### config.mk
export PLATFORM = sky130hd
export DESIGN_NAME = port_pin_data_io_change_detect
export DESIGN_NICKNAME = d
export VERILOG_FILES = /design/src/logic/port_pin_data_pkg.sv /design/src/logic/port_pin_data_io_change_detect.sv
export SDC_FILE = /design/constraint.sdc
export NUM_CORES = 1
export LEC_CHECK = 0
export BUFFER_PORTS_ARGS = -buffer_cell sky130_fd_sc_hd__buf_2
export CAP_MARGIN = 20
export CORE_UTILIZATION = 50
export DETAILED_ROUTE_END_ITERATION = 8
export PLACE_DENSITY = 0.78
export SYNTH_ARGS = -nofsm -noshare
export SYNTH_HDL_FRONTEND = slang
export SYNTH_SLANG_ARGS = --single-unit
export TNS_END_PERCENT = 50
### constraint.sdc
create_clock -name mclk -period 1.5 [get_ports mclk]
set_input_delay 0 -clock mclk [delete_from_list [all_inputs] [get_ports mclk]]
set_output_delay 0 -clock mclk [all_outputs]
set_load 0.01 [all_outputs]
### src/logic/port_pin_data_pkg.sv
`default_nettype none
package port_pin_data_pkg;
    // register selects on the core access port
    localparam logic [2:0] REG_PIN_DATA = 3'h0;
    localparam logic [2:0] REG_LATCH = 3'h1;
    localparam logic [2:0] REG_DIRECTION = 3'h2;
    localparam logic [2:0] REG_IC_TWO = 3'h3;
    localparam logic [2:0] REG_IC_MAIN = 3'h4;

    // field positions
    localparam int PULLUP_BIT = 7;
    localparam int FLAG_BIT = 0;
    localparam int ANA_CFG_BIT = 1;
    localparam int CAN_TX_PIN = 2;
    localparam int CAN_RX_PIN = 3;
    localparam int LVP_PIN = 5;

    // reset values
    localparam logic [7:0] DIR_RST = 8'hFF;
    localparam logic [7:0] LATCH_RST = 8'h00;
    localparam logic PULLUP_DIS_RST = 1'b1;
    localparam logic [4:0] ANA_ALL = 5'h1F;
    localparam logic [4:0] ANA_NONE = 5'h00;
    localparam logic [7:0] BYTE_ZERO = 8'h00;
    localparam logic [3:0] NIBBLE_ZERO = 4'h0;

    // one core access, taken in a single cycle
    typedef struct packed {
        logic rd;
        logic wr;
        logic [2:0] sel;
        logic [7:0] wdata;
        logic mem_move;
    } cpu_req_t;

    // peripheral overrides on the pins
    typedef struct packed {
        logic can_en;
        logic can_tx;
        logic lvp_en;
    } pin_ovr_t;

    typedef enum logic [0:0] {
        ST_BOOT = 1'b0,
        ST_RUN = 1'b1
    } boot_state_t;
endpackage
`default_nettype wire

### src/logic/port_pin_data_io_change_detect.sv
// Operation
// - eight bidirectional pins, one bit each register
// - direction one floats pin, zero drives latch
// - latch register reads back latched value
// - clearing bit seven enables pull-ups on all undriven pins
// - pull-up off while pin drives
// - any reset leaves pull-ups disabled
// - reset: lower five analog, read zero
// - config bit one makes lower pins digital
// - only upper input pins are compared
// - mismatch with value at last port access sets flag
// - port change wakes device from sleep
// - port access refreshes reference, except move
// - persisting mismatch keeps setting the flag
// - enabled analog channels read as low
// - CAN transmit overrides pin two direction
// - programming entry overrides pin five driver
`timescale 1ns/1ps
`default_nettype none
module port_pin_data_io_change_detect
    import port_pin_data_pkg::*;
(
    input wire logic mclk, // core clock, 50 MHz
    input wire logic arst_n, // power-on / device reset
    input wire cpu_req_t cpu_req, // core register access
    input wire logic [7:0] config_byte_three_high, // config fuses
    input wire logic ana_cfg_wr, // analog select update
    input wire logic [4:0] ana_cfg_data, // new analog select
    input wire pin_ovr_t pin_ovr, // peripheral overrides
    input wire logic [7:0] pin_in, // pin levels
    output logic [7:0] pin_out_r, // pin output values
    output logic [7:0] pin_oe_r, // pin drive enables
    output logic [7:0] pullup_en_r, // weak pull-up enables
    output logic [7:0] rdata_r, // read data
    output logic port_change_flag_r, // change flag
    output logic wake_r, // wake request
    output logic [4:0] analog_en_r, // lower pins analog
    output logic can_receive_pin_r // CAN receive level
);

    // an analog pin reads as low
    function automatic logic [7:0] mask_analog(
        input logic [7:0] pins,
        input logic [4:0] ana
    );
        mask_analog = pins & ~{3'h0, ana};
    endfunction

    function automatic logic is_sel(
        input cpu_req_t req,
        input logic [2:0] sel
    );
        is_sel = req.sel == sel;
    endfunction

    logic [7:0] port_output_latch;
    logic [7:0] port_direction;
    logic pullup_disable_n;
    logic [7:0] pin_q_r;
    logic [3:0] ref_r;
    boot_state_t boot_r;
    logic [7:0] pin_rd;
    logic mismatch;
    logic data_access;
    logic [7:0] oe_nxt;
    logic [7:0] out_nxt;
    logic [7:0] pu_nxt;

    // pin sample stage
    always_ff @(posedge mclk or negedge arst_n)
    begin
        if (!arst_n)
        begin
            pin_q_r <= BYTE_ZERO;
        end
        else
        begin
            pin_q_r <= pin_in;
        end
    end

    assign pin_rd = mask_analog(pin_q_r, analog_en_r);
    assign data_access = (cpu_req.rd | cpu_req.wr)
        & is_sel(cpu_req, REG_PIN_DATA) & ~cpu_req.mem_move;

    // output latch, written through data or latch select
    always_ff @(posedge mclk or negedge arst_n)
    begin
        if (!arst_n)
        begin
            port_output_latch <= LATCH_RST;
        end
        else if (cpu_req.wr && (is_sel(cpu_req, REG_PIN_DATA)
            || is_sel(cpu_req, REG_LATCH)))
        begin
            port_output_latch <= cpu_req.wdata;
        end
    end

    // direction, inputs after reset
    always_ff @(posedge mclk or negedge arst_n)
    begin
        if (!arst_n)
        begin
            port_direction <= DIR_RST;
        end
        else if (cpu_req.wr && is_sel(cpu_req, REG_DIRECTION))
        begin
            port_direction <= cpu_req.wdata;
        end
    end

    // global pull-up control, active low
    always_ff @(posedge mclk or negedge arst_n)
    begin
        if (!arst_n)
        begin
            pullup_disable_n <= PULLUP_DIS_RST;
        end
        else if (cpu_req.wr && is_sel(cpu_req, REG_IC_TWO))
        begin
            pullup_disable_n <= cpu_req.wdata[PULLUP_BIT];
        end
    end

    // analog select: fuse applied once after reset release,
    // since a port value may not be loaded under async reset
    always_ff @(posedge mclk or negedge arst_n)
    begin
        if (!arst_n)
        begin
            boot_r <= ST_BOOT;
            analog_en_r <= ANA_ALL;
        end
        else
        begin
            case (boot_r)
                ST_BOOT:
                begin
                    boot_r <= ST_RUN;
                    if (config_byte_three_high[ANA_CFG_BIT])
                    begin
                        analog_en_r <= ANA_NONE;
                    end
                end
                ST_RUN:
                begin
                    if (ana_cfg_wr)
                    begin
                        analog_en_r <= ana_cfg_data;
                    end
                end
                default:
                begin
                    boot_r <= ST_BOOT;
                end
            endcase
        end
    end

    // compare reference, refreshed on data-register access
    always_ff @(posedge mclk or negedge arst_n)
    begin
        if (!arst_n)
        begin
            ref_r <= NIBBLE_ZERO;
        end
        else if (data_access)
        begin
            ref_r <= pin_rd[7:4];
        end
    end

    // outputs driven as pins are excluded from comparison
    assign mismatch = |((pin_rd[7:4] ^ ref_r)
        & port_direction[7:4]);

    // set wins over a software clear in the same cycle
    always_ff @(posedge mclk or negedge arst_n)
    begin
        if (!arst_n)
        begin
            port_change_flag_r <= 1'b0;
        end
        else if (mismatch)
        begin
            port_change_flag_r <= 1'b1;
        end
        else if (cpu_req.wr && is_sel(cpu_req, REG_IC_MAIN))
        begin
            port_change_flag_r <= cpu_req.wdata[FLAG_BIT];
        end
    end

    // wake stays up while the mismatch lasts
    always_ff @(posedge mclk or negedge arst_n)
    begin
        if (!arst_n)
        begin
            wake_r <= 1'b0;
        end
        else
        begin
            wake_r <= mismatch;
        end
    end

    // read mux; unmapped selects return zero
    always_ff @(posedge mclk or negedge arst_n)
    begin
        if (!arst_n)
        begin
            rdata_r <= BYTE_ZERO;
        end
        else if (cpu_req.rd)
        begin
            case (cpu_req.sel)
                REG_PIN_DATA: rdata_r <= pin_rd;
                REG_LATCH: rdata_r <= port_output_latch;
                REG_DIRECTION: rdata_r <= port_direction;
                REG_IC_TWO: rdata_r <= {pullup_disable_n, 7'h00};
                REG_IC_MAIN: rdata_r <= {7'h00, port_change_flag_r};
                default: rdata_r <= BYTE_ZERO;
            endcase
        end
    end

    // pin drivers with peripheral overrides
    always_comb
    begin
        oe_nxt = ~port_direction;
        out_nxt = port_output_latch;
        if (pin_ovr.can_en)
        begin
            oe_nxt[CAN_TX_PIN] = 1'b1;
            out_nxt[CAN_TX_PIN] = pin_ovr.can_tx;
        end
        if (pin_ovr.lvp_en)
        begin
            oe_nxt[LVP_PIN] = 1'b0;
        end
        pu_nxt = pullup_disable_n ? BYTE_ZERO : ~oe_nxt;
    end

    // registered pad controls
    always_ff @(posedge mclk or negedge arst_n)
    begin
        if (!arst_n)
        begin
            pin_oe_r <= BYTE_ZERO;
            pin_out_r <= BYTE_ZERO;
            pullup_en_r <= BYTE_ZERO;
        end
        else
        begin
            pin_oe_r <= oe_nxt;
            pin_out_r <= out_nxt;
            pullup_en_r <= pu_nxt;
        end
    end

    // receive line relies on software keeping pin three input
    always_ff @(posedge mclk or negedge arst_n)
    begin
        if (!arst_n)
        begin
            can_receive_pin_r <= 1'b1;
        end
        else
        begin
            can_receive_pin_r <= pin_q_r[CAN_RX_PIN];
        end
    end
endmodule
`default_nettype wire

==> Word level (Yosys, flattened, before mapping) <==
Index checks and enable logic that the tools add are counted.
{ "classes": {"eq_ne": 6, "n_mux": 10, "bitwise_logic": 11, "n_reduce_logical": 9} }
{ "op_table": {"columns": ["op", "count"], "rows": [
  ["$pmux 8 s5", 1],
  ["$not 8->8", 2],
  ["$mux 5", 2],
  ["$pmux 5 s2", 1],
  ["$and 8x8->8", 1],
  ["$mux 8", 1],
  ["$not 5->8", 1],
  ["$eq 3x2->1 const B", 2],
  ["$mux 1", 5],
  ["$and 4x4->4", 1],
  ["$logic_and 1x1->1", 4],
  ["$ne 2x2->1 const B", 2],
  ["$reduce_or 4->1", 1],
  ["$xor 4x4->4", 1],
  ["$eq 3x1->1 const B", 1],
  ["$eq 3x3->1 const B", 1],
  ["$logic_not 3->1", 1],
  ["$and 1x1->1", 2],
  ["$not 1->1", 2],
  ["$reduce_and 2->1", 1],
  ["$reduce_bool 2->1", 1],
  ["$logic_or 1x1->1", 1],
  ["$or 1x1->1", 1]
]} }
{ "totals": {"register_bits": 70, "input_bits": 41, "out_inout_bits": 40, "wordCells": 50} }

==> Depth between registers and ports, before layout <==
Gate-level depths: netlist of the first run.
{ "depth": {"word_depth": 6, "mapped_depth": 5} }

==> Worst setup path after synthesis of the first run <==
OpenSTA, ideal clock, no wires.
{ "synth_timing": {"path_type": "register to register", "start": "register pullup_disable_n", "end": "register rdata_r[7]", "setup_ns": 0.137, "t_arrival_ns": 1.119, "required_ns": 1.363, "slack_ns": 0.245, "path_stages_with_launch": 5, "n_path_buf": 1, "synth_period_minus_slack_ns": 1.255, "path_cell_list": "dfstp_2 > clkbuf_1 > mux4_1 > nand2b_1 > o21ai_0"} }
{ "synth_between": {"elab_chain_len": 1} }
{ "synth_rtl": {"columns": ["element", "line_no", "rtl"], "rows": [
  ["start, declared", "port_pin_data_io_change_detect.sv:58", "logic pullup_disable_n;"],
  ["start signal, assigned", "port_pin_data_io_change_detect.sv:122", "pullup_disable_n <= cpu_req.wdata[PULLUP_BIT];"],
  ["$pmux 8 s5", "port_pin_data_io_change_detect.sv:217", "case (cpu_req.sel)"],
  ["end signal, assigned", "port_pin_data_io_change_detect.sv:218", "REG_PIN_DATA: rdata_r <= pin_rd;"],
  ["end signal, assigned", "port_pin_data_io_change_detect.sv:219", "REG_LATCH: rdata_r <= port_output_latch;"],
  ["end signal, assigned", "port_pin_data_io_change_detect.sv:220", "REG_DIRECTION: rdata_r <= port_direction;"],
  ["end, declared", "port_pin_data_io_change_detect.sv:34", "output logic [7:0] rdata_r,"]
]} }
No other way between the ends.
A chain may end at the register's enable or synchronous reset.

==> Final worst setup path of the first run <==
{ "layout_timing": {"start": "register port_output_latch[2]", "end": "register pin_out_r[2]"} }
{ "layout_between": {"elab_chain_len": 1} }
{ "layout_rtl": {"columns": ["element", "line_no", "rtl"], "rows": [
  ["start, declared", "port_pin_data_io_change_detect.sv:56", "logic [7:0] port_output_latch;"],
  ["start signal, assigned", "port_pin_data_io_change_detect.sv:96", "port_output_latch <= cpu_req.wdata;"],
  ["$mux 1", "port_pin_data_io_change_detect.sv:233", "if (pin_ovr.can_en)"],
  ["net out_nxt[2]", "port_pin_data_io_change_detect.sv:66", "logic [7:0] out_nxt;"],
  ["end signal, assigned", "port_pin_data_io_change_detect.sv:257", "pin_out_r <= out_nxt;"],
  ["end, declared", "port_pin_data_io_change_detect.sv:31", "output logic [7:0] pin_out_r,"]
]} }
The timed path passes the listed nets, and every way through them passes these cells.

==> results.sh, run 1 <==
export IMPL_final_area_mm2=0.003541
export IMPL_slew_violations=0
export IMPL_r2r_start="port_output_latch[2]"
export IMPL_hold_path_class="input pin to flop"
export IMPL_htree_levels=3
export IMPL_clockRootBuffer="clkbuf_8"
export IMPL_power_leakage_nw=1.653
export IMPL_ant_nets=0
export IMPL_min_period_ns=1.324
export IMPL_rsz0062_at_grt="false"
export IMPL_path_max_fanout=3
export IMPL_fmax_ghz=0.7554
export IMPL_cts_path_max_buffers=2
export IMPL_synthesis_nets=230
export IMPL_slowest_stage="dlygate4sd3_1"
export IMPL_portBuffers=73
export IMPL_viasPerCell=4.832
export IMPL_firstDrtPassIters=4
export IMPL_numCtsBuffers=9
export IMPL_ys_ff_latch=70
export IMPL_io_pins=81
export IMPL_cts_sinks=70
export IMPL_yosysWarnings=0
export IMPL_rows=26
export IMPL_cts_resized=0
export IMPL_grtUsageTotal_pct=20.80
export IMPL_rrSetupSlack_ns=0.18
export IMPL_tightestPinTransition_ns=0.5503
export IMPL_min_from="ana_cfg_data[2]"
export IMPL_fillerInstances=425
export IMPL_cp_data_arrival_time_ns=1.54
export IMPL_drtIter0Drc=70
export IMPL_die_area_mm2=0.005665
export IMPL_crit_type="flop to flop"
export IMPL_final_cells=368
export IMPL_startpoint="port_output_latch[2]"
export IMPL_slowest_delay_ns=0.55
export IMPL_worstPathRequired_ns=1.72
export IMPL_start_util_pct=52.22
export IMPL_cts_setup_buffers=0
export IMPL_pwr_density_cell_mw_per_mm2=1270
export IMPL_fin_setup_tns_ns=0
export IMPL_dp_hpwl_mm=3.461
export IMPL_antenna_found_initial=0
export IMPL_nets=334
export IMPL_die_x_um=75.27
export IMPL_grt_overflow_total=0
export IMPL_drt_total_wl_mm=5.277
export IMPL_grt_max_degree=71
export IMPL_dp_cells=327
export IMPL_synthDistinctLibCells=37
export IMPL_cts_tree="done"
export IMPL_synth_area_mm2=0.002684
export IMPL_wire_per_inst_um=14.34
export IMPL_relSlewSlack_pct=63.23
export IMPL_vias=1778
export IMPL_finalSetupViolations=0
export IMPL_maxCapViolations=0
export IMPL_core_area_mm2=0.005140
export IMPL_antennaDiodeCount=0
export IMPL_area_growth_pct=31.93
export IMPL_report_final_hold_viol_count=0
export IMPL_crit_chain="mux2_2, dlygate4sd3_1"
export IMPL_avgSynthCellArea_um2=14.20
export IMPL_grt_pass1_vias=1700
export IMPL_clock_skew_ns=0.009086
export IMPL_place_congestion=0.7500
export IMPL_insertion_delay_ns=0.33
export IMPL_utilization_pct=68.89
export IMPL_end_kind="flop"
export IMPL_drive_gt1_share_pct=45.64
export IMPL_status="complete, no violations"
export IMPL_place_area_mm2=0.003128
export IMPL_fin_crit_sh_pct=88.26
export IMPL_drcViolationCount=0
export IMPL_synth_yosys_seq_area_share_pct=65.97
export IMPL_ir_worst_vdd_mv=0.7892
export IMPL_syn_inst=189
export IMPL_path_clk_slew_ns=0.07
export IMPL_die_h_um=75.27
export IMPL_grt_first_pass_wirelength_mm=8.204
export IMPL_startpoint_type="flop"
## metal layers
metal  share of wire (%)  track usage, %  vias up
met3                 4.1           4.685       10
met4                 1.6           11.73        0
met5                   0               0        -
met2                  50           32.93       41
met1                  44           26.68      860
li1                    -               -      867
## Yosys cell counts
cell type | number | area share (%)
a21oi_1 | 1 | 0.19
a22oi_1 | 6 | 1.7
a311o_2 | 1 | 0.42
a32o_1 | 3 | 1.1
and4bb_2 | 1 | 0.47
buf_4 | 2 | 0.56
buf_6 | 2 | 0.84
clkbuf_1 | 3 | 0.42
conb_1 | 1 | 0.14
dfrtp_1 | 55 | 51
dfstp_2 | 15 | 15
inv_1 | 13 | 1.8
inv_4 | 1 | 0.23
mux2_2 | 25 | 10
mux2_4 | 1 | 0.56
mux2i_1 | 3 | 1.1
mux4_1 | 1 | 0.98
nand2_1 | 7 | 0.98
nand2b_1 | 5 | 1.2
nand3_1 | 4 | 0.75
nor2_1 | 12 | 1.7
nor2b_1 | 3 | 0.70
nor3_4 | 1 | 0.61
nor3b_1 | 1 | 0.28
nor3b_4 | 1 | 0.70
nor4_2 | 1 | 0.47
o2111ai_1 | 1 | 0.33
o211ai_1 | 1 | 0.28
o21a_2 | 1 | 0.33
o21ai_0 | 3 | 0.56
o221ai_1 | 4 | 1.3
o22ai_1 | 3 | 0.70
or3_1 | 1 | 0.23
or3b_1 | 1 | 0.33
or3b_2 | 1 | 0.33
xnor2_1 | 1 | 0.33
xor2_1 | 3 | 0.98
## final timing paths
path / cells after the start / to
setup / recovery: 2 / pin_out_r[2]
hold / removal: 4 / analog_en_r[2]
setup reg to reg: 2 / pin_out_r[2]
hold reg to reg: 0 / can_receive_pin_r
max in group asynchronous: 3 / port_direction[2]
min in group asynchronous: 3 / boot_r
## stage by stage
stage / total power (W) / setup WS, ns / hold WS, ns
finish: 0.004498 / 0.1762 / 0.02061
global route: 0.004753 / 0.1572 / 0.02312
CTS: 0.004537 / 0.1861 / 0.004960
detailed placement: 0.003217 / 0.2187 / 0.04556
global placement: 0.003187 / 0.2710 / 0.04236
floorplan: 0.002858 / 0.2447 / -0.2956
## final cells by class
type	count	area [um2]	share of cell area, %
flip-flops and latches	70	1770	50.00
multi-input cells	98	809.5	22.86
repair buffers	100	655.6	18.52
clock buffers	14	152.6	4.311
well taps	70	87.58	2.473
inverters	14	55.05	1.555
clock inverters	2	10.01	0.2827
## critical path: cells and delay by family (launching register included)
kind,cells,cell delay [ns]
buffers and inverters,1,0.55
DFF,1,0.40
muxes,1,0.26
## repair_timing
item,4_1_cts,5_1_grt
hold buffers,25,0
endpoints found under the setup margin,0,0
hold endpoints to repair,106,0
## power by group
part | switching, W | leakage (nW) | internal (W)
Combinational | 0.000390 | 0.748 | 0.000419
Clock | 0.000626 | 0.0844 | 0.000643
Sequential | 0.000173 | 0.820 | 0.00225
Total | 0.00119 | 1.65 | 0.00331
## kinds of logic (layout without fill, tap and decap cells)
kind of cell / after synthesis / after routing / share of synthesized area (%)
DFF: 70 / 70 / 65.97
buffers and inverters: 21 / 130 / 3.869
muxes: 30 / 30 / 13.15
xor gates and xnor gates: 4 / 4 / 1.306
AOI/OAI and AO/OA: 24 / 24 / 6.899
and+or+nand+nor: 39 / 39 / 8.672
other: 1 / 1 / 0.1397
## sequential cells by signal, summed over array words and instances, names as in the netlist
name and count:
rdata_r 8, pullup_en_r 8, pullup_disable_n 1, can_receive_pin_r 1, wake_r 1, pin_out_r 8
analog_en_r 5, port_output_latch 8, boot_r 1, pin_q_r 8, port_change_flag_r 1, ref_r 4
pin_oe_r 8, port_direction 8
## placed cells by master (no fill, tap or decap), types with 2 or more instances in the layout
| master | count |
|---|---|
| dlygate4sd3_1 | 25 |
| mux2_2 | 25 |
| clkbuf_8 | 10 |
| nand2b_1 | 5 |
| a32o_1 | 3 |
| dfrtp_1 | 55 |
| o22ai_1 | 3 |
| xor2_1 | 3 |
| buf_2 | 73 |
| mux2i_1 | 3 |
| clkbuf_1 | 4 |
| a22oi_1 | 6 |
| nor2_1 | 12 |
| nor2b_1 | 3 |
| inv_1 | 13 |
| o21ai_0 | 3 |
| nand3_1 | 4 |
| clkinv_2 | 2 |
| nand2_1 | 7 |
| buf_12 | 2 |
| dfstp_2 | 15 |
| o221ai_1 | 4 |
Power figures use the tool's default switching activity.
==> run 2, diff against run 1 <==
--- a/config.mk
+++ b/config.mk
@@ -10,6 +10,7 @@
 export CORE_UTILIZATION = 50
 export DETAILED_ROUTE_END_ITERATION = 8
 export PLACE_DENSITY = 0.78
+export RECOVER_POWER = 25
 export SYNTH_ARGS = -nofsm -noshare
 export SYNTH_HDL_FRONTEND = slang
 export SYNTH_SLANG_ARGS = --single-unit
==> results.sh, run 2 (synthesis results as in run 1) <==
export IMPL_cts_resized=0
export IMPL_fmax_ghz=0.7554
export IMPL_clock_skew_ns=0.009086
export IMPL_timing_hold_ws_ns=0.02061
export IMPL_pwr_density_cell_mw_per_mm2=1273
export IMPL_mostFrequentLayoutCell="buf_2"
export IMPL_startpoint_type="flop"
export IMPL_path_max_fanout=3
export IMPL_grt_overflow_total=0
export IMPL_hold_path_class="input pin to flop"
export IMPL_worstPathRequired_ns=1.72
export IMPL_crit_type="flop to flop"
export IMPL_crit_chain="mux2_2, dlygate4sd3_1"
export IMPL_fin_setup_tns_ns=0
export IMPL_viasPerCell=4.832
export IMPL_cts_path_max_buffers=2
export IMPL_antennaDiodeCount=0
export IMPL_fin_crit_sh_pct=88.26
export IMPL_crit_family="buffers and inverters"
export IMPL_dp_hpwl_mm=3.461
export IMPL_finalSetupViolations=0
export IMPL_grt_pass1_vias=1700
export IMPL_rsz0062_at_grt="false"
export IMPL_slowest_stage="dlygate4sd3_1"
export IMPL_place_congestion=0.7500
export IMPL_ir_worst_vdd_mv=0.7889
export IMPL_status="complete, no violations"
export IMPL_cts_sinks=70
export IMPL_end_kind="flop"
export IMPL_insertion_delay_ns=0.33
export IMPL_slew_violations=0
export IMPL_maxCapViolations=0
export IMPL_core_area_mm2=0.005140
export IMPL_io_pins=81
export IMPL_drt_total_wl_mm=5.278
export IMPL_path_clk_slew_ns=0.07
export IMPL_htree_levels=3
export IMPL_tightestPinTransition_ns=0.9052
export IMPL_drcViolationCount=0
export IMPL_antenna_found_initial=0
export IMPL_power_leakage_nw=1.648
export IMPL_nets=334
export IMPL_grtUsageTotal_pct=20.80
export IMPL_numCtsBuffers=9
export IMPL_rows=26
export IMPL_portBuffers=73
export IMPL_drive_gt1_share_pct=45.64
export IMPL_area_growth_pct=31.47
export IMPL_report_final_hold_viol_count=0
export IMPL_cts_tree="done"
export IMPL_die_h_um=75.27
export IMPL_min_period_ns=1.324
export IMPL_grt_first_pass_wirelength_mm=8.204
export IMPL_regArea_mm2=0.001770
export IMPL_die_area_mm2=0.005665
export IMPL_mostFrequentLayoutCells="buf_2, dfrtp_1, mux2_2, dlygate4sd3_1, dfstp_2"
export IMPL_worst_path_buf_inv=1
export IMPL_vias=1778
export IMPL_wire_per_inst_um=14.34
export IMPL_relSlewSlack_pct=39.65
export IMPL_clockRootBuffer="clkbuf_8"
export IMPL_multi_input_area_um2=809.5
export IMPL_slowest_delay_ns=0.55
export IMPL_cp_data_arrival_time_ns=1.54
export IMPL_grt_max_degree=71
export IMPL_cts_setup_buffers=0
export IMPL_drtIter0Drc=70
export IMPL_ant_nets=0
export IMPL_start_util_pct=52.22
export IMPL_fillerInstances=427
export IMPL_die_x_um=75.27
export IMPL_firstDrtPassIters=4
run 2: cell types whose count changed in the layout (fill, tap and decap cells not counted):
cell / change
clkbuf_4: +1
buf_12: -1
run 2: repair_timing:
action / CTS / global route
hold endpoints to repair: 106 / 0
hold buffers: 25 / 0
endpoints found under the setup margin: 0 / 0
run 2: cell type report:
| type | instances | share of cell area (%) |
|---|---|---|
| clock inverter | 2 | 0.2837 |
| sequential | 70 | 50.18 |
| clock buffer | 14 | 4.326 |
| multi-input combinational | 98 | 22.94 |
| tap | 70 | 2.482 |
| timing repair buffer | 100 | 18.23 |
| inverter | 14 | 1.560 |
run 2: through the flow:
step	area [um2]	cells	util (%)	power, W	setup WS (ns)
2_1_floorplan	2684	189	-	0.002858	0.2447
3_3_place_gp	3128	327	60.86	0.003187	0.2710
3_5_place_dp	3128	327	60.86	0.003217	0.2187
4_1_cts	3541	368	68.89	0.004537	0.1861
5_1_grt	3528	368	68.65	0.004748	0.1572
6_report	3528	368	68.65	0.004493	0.1762
run 2: path summary, 6_finish.rpt:
| path | start | endpoint | slack, ns | cells past startpoint |
|---|---|---|---|---|
| min in group asynchronous | arst_n | boot_r | 0.45 | 3 |
| max reg2reg | port_output_latch[2] | pin_out_r[2] | 0.18 | 2 |
| min reg2reg | pin_q_r[3] | can_receive_pin_r | 0.38 | 0 |
| min | ana_cfg_data[2] | analog_en_r[2] | 0.02 | 4 |
| max in group asynchronous | arst_n | pullup_en_r[7] | 0.45 | 3 |
| max | port_output_latch[2] | pin_out_r[2] | 0.18 | 2 |
run 2: tightest hold or removal path: stages:
cell	delay, ns
buf_2	0.07
mux2_2	0.13
nand2_1	0.04
o21ai_0	0.07
run 2: where the power goes:
part	switching [W]	internal, W	total [W]
registers	0.000173	0.00225	0.00242
clock network	0.000626	0.000643	0.00127
logic	0.000389	0.000415	0.000804
run 2: layer usage:
metal / GRT usage [%] / part of all wire (%)
met1: 26.68 / 44
met2: 32.93 / 50
met3: 4.685 / 4.1
met4: 11.73 / 1.6
met5: 0 / 0
==> run 3, diff against run 2 <==
--- a/config.mk
+++ b/config.mk
@@ -5,11 +5,12 @@
 export SDC_FILE = /design/constraint.sdc
 export NUM_CORES = 1
 export LEC_CHECK = 0
+export ABC_AREA = 1
 export BUFFER_PORTS_ARGS = -buffer_cell sky130_fd_sc_hd__buf_2
 export CAP_MARGIN = 20
-export CORE_UTILIZATION = 50
+export CORE_UTILIZATION = 51
 export DETAILED_ROUTE_END_ITERATION = 8
-export PLACE_DENSITY = 0.78
+export PLACE_DENSITY = 0.79
 export RECOVER_POWER = 25
 export SYNTH_ARGS = -nofsm -noshare
 export SYNTH_HDL_FRONTEND = slang
==> results.sh, run 3 <==
export IMPL_status="complete, no violations"
export IMPL_cts_setup_buffers=0
export IMPL_end_kind="flop"
export IMPL_drcViolationCount=0
export IMPL_drive_gt1_share_pct=30.93
export IMPL_synth_yosys_seq_area_share_pct=65.06
export IMPL_ys_top_cells_by_count="nand2_1, dfrtp_1, nand3_1, inv_1, o21ai_0"
export IMPL_insertion_delay_ns=0.35
export IMPL_fin_setup_tns_ns=0
export IMPL_synth_compound_area_share_pct=6.253
export IMPL_wire_per_inst_um=13.70
export IMPL_area_growth_pct=36.46
export IMPL_timing_hold_ws_ns=0.02292
export IMPL_synth_area_mm2=0.002721
export IMPL_viasPerCell=4.926
export IMPL_power_leakage_nw=1.907
export IMPL_hold_depth=3
export IMPL_grt_overflow_total=0
export IMPL_rsz0062_at_grt="false"
export IMPL_clock_skew_ns=0.008390
export IMPL_pwr_density_cell_mw_per_mm2=1303
export IMPL_drt_total_wl_mm=6.273
export IMPL_cp_data_arrival_time_ns=1.58
export IMPL_place_congestion=0.8489
export IMPL_mostFrequentLayoutCell="buf_2"
export IMPL_async_flop_share_pct=100.0
export IMPL_finalSetupViolations=0
export IMPL_yosys_most_used_dff="dfrtp_1"
export IMPL_cts_path_max_buffers=2
export IMPL_die_h_um=75.05
export IMPL_firstDrtPassIters=4
export IMPL_drtIter0Drc=187
export IMPL_vias=2256
export IMPL_synth_adder_area_share_pct=0
export IMPL_antennaDiodeCount=0
export IMPL_syn_inst=271
export IMPL_synth_most_common_cell="nand2_1"
export IMPL_dp_hpwl_mm=3.882
export IMPL_ir_worst_vdd_mv=0.8329
export IMPL_path_max_fanout=6
export IMPL_die_x_um=75.05
export IMPL_rr_worst_depth=3
export IMPL_mostFrequentLayoutCells="buf_2, nand2_1, dfrtp_1"
export IMPL_path_clk_slew_ns=0.07
export IMPL_slew_violations=0
export IMPL_clockRootBuffer="clkbuf_8"
export IMPL_die_area_mm2=0.005632
export IMPL_synth_top_area_share_pct=50.57
export IMPL_nets=424
export IMPL_synth_area_leaders="dfrtp_1, dfstp_2, nand2_1"
export IMPL_synthDistinctLibCells=20
export IMPL_synthSimpleGateAreaFrac_pct=21.79
export IMPL_cts_tree="done"
export IMPL_min_period_ns=1.325
export IMPL_synth_top_family_by_area="simple AND/OR/NAND/NOR gates"
export IMPL_grt_first_pass_wirelength_mm=9.998
export IMPL_yosysWarnings=0
export IMPL_antenna_found_initial=0
export IMPL_synth_mux_area_fraction_pct=0.4138
export IMPL_grt_pass1_vias=2165
export IMPL_grt_max_degree=33
export IMPL_ys_ff_latch=70
export IMPL_rows=26
export IMPL_avgSynthCellArea_um2=10.04
export IMPL_fmax_ghz=0.7550
export IMPL_io_pins=81
export IMPL_ant_nets=0
export IMPL_startpoint_type="flop"
export IMPL_crit_type="flop to flop"
export IMPL_htree_levels=3
export IMPL_core_area_mm2=0.005107
export IMPL_yosys_area_top_type="dfrtp_1"
export IMPL_synthesis_nets=312
export IMPL_grtUsageTotal_pct=24.86
export IMPL_start_util_pct=53.28
export IMPL_fin_crit_sh_pct=88.30
export IMPL_synth_xor_area_share_pct=0
export IMPL_report_final_hold_viol_count=0
export IMPL_synth_edf_count=0
export IMPL_hold_path_class="input pin to flop"
export IMPL_portBuffers=73
export IMPL_numCtsBuffers=9
export IMPL_maxCapViolations=0
export IMPL_worstPathRequired_ns=1.76
export IMPL_cts_sinks=70
-- run 3: changes by cell type after synthesis, sizes merged, moves of 4 or more --
cell,before,now
a22oi,6,0
inv,14,30
mux2,26,1
nand2,7,72
nand2b,5,0
nand3,4,35
nand4,0,5
nor2,12,20
o21ai,3,28
o221ai,4,0
-- run 3: cells by family (layout without fill, tap and decap cells) --
family / Yosys count / in the layout
buf+inv: 38 / 155
compound gates: 28 / 28
other cells: 1 / 1
simple gates: 133 / 133
flops: 70 / 70
mux: 1 / 1
-- run 3: worst paths after layout --
check | start | end | slack (ns)
worst max-delay path | boot_r | analog_en_r[2] | 0.18
worst min-delay path | cpu_req[12] | pullup_disable_n | 0.02
worst max register to register | boot_r | analog_en_r[2] | 0.18
worst min register to register | pin_q_r[3] | can_receive_pin_r | 0.39
max in group asynchronous | arst_n | port_direction[2] | 0.67
min in group asynchronous | arst_n | rdata_r[6] | 0.15
-- run 3: power breakdown --
group	switching [W]	internal [W]	total [W]
Clock	0.000660	0.00107	0.00173
Sequential	0.000166	0.00220	0.00236
Combinational	0.000423	0.000321	0.000745
-- run 3: layout make-up --
type	count	area (um2)
well taps	70	87.58
flip-flops and latches	70	1770
inverters	30	112.6
multi-input cells	163	778.2
clock buffers	13	168.9
clock inverters	3	65.06
fillers	370	1394
repair buffers	109	730.7
-- run 3: what timing repair did --
item | CTS | global route
resized for setup | 0 | 0
hold buffers | 33 | 0
endpoints found under the setup margin | 0 | 0
hold endpoints to repair | 65 | 0
-- run 3: metrics by stage --
stage / power [W] / cells / cell area, um2 / utilization (%) / setup WS [ns]
finish: 0.004839 / 458 / 3714 / 72.71 / 0.1755
global placement: 0.003034 / 409 / 3149 / 61.66 / 0.4178
detailed placement: 0.003063 / 409 / 3149 / 61.66 / 0.3810
floorplan: 0.002731 / 271 / 2721 / - / 0.3793
CTS: 0.004848 / 458 / 3714 / 72.71 / 0.2343
global route: 0.005067 / 458 / 3714 / 72.71 / 0.1103
-- run 3: critical path, cell delays in order, from the launching register on --
cell	delay (ns)
dfrtp_1	0.45
nand3_1	0.09
dlygate4sd3_1	0.58
o21ai_0	0.11
-- run 3: per-layer routing --
metal | track usage, % | vias to the layer above | wire [um]
li1 | - | 1085 | -
met1 | 30.58 | 1066 | 2704
met2 | 39.54 | 80 | 3007
met3 | 6.292 | 25 | 315
met4 | 15.30 | 0 | 246
met5 | 0 | - | 0
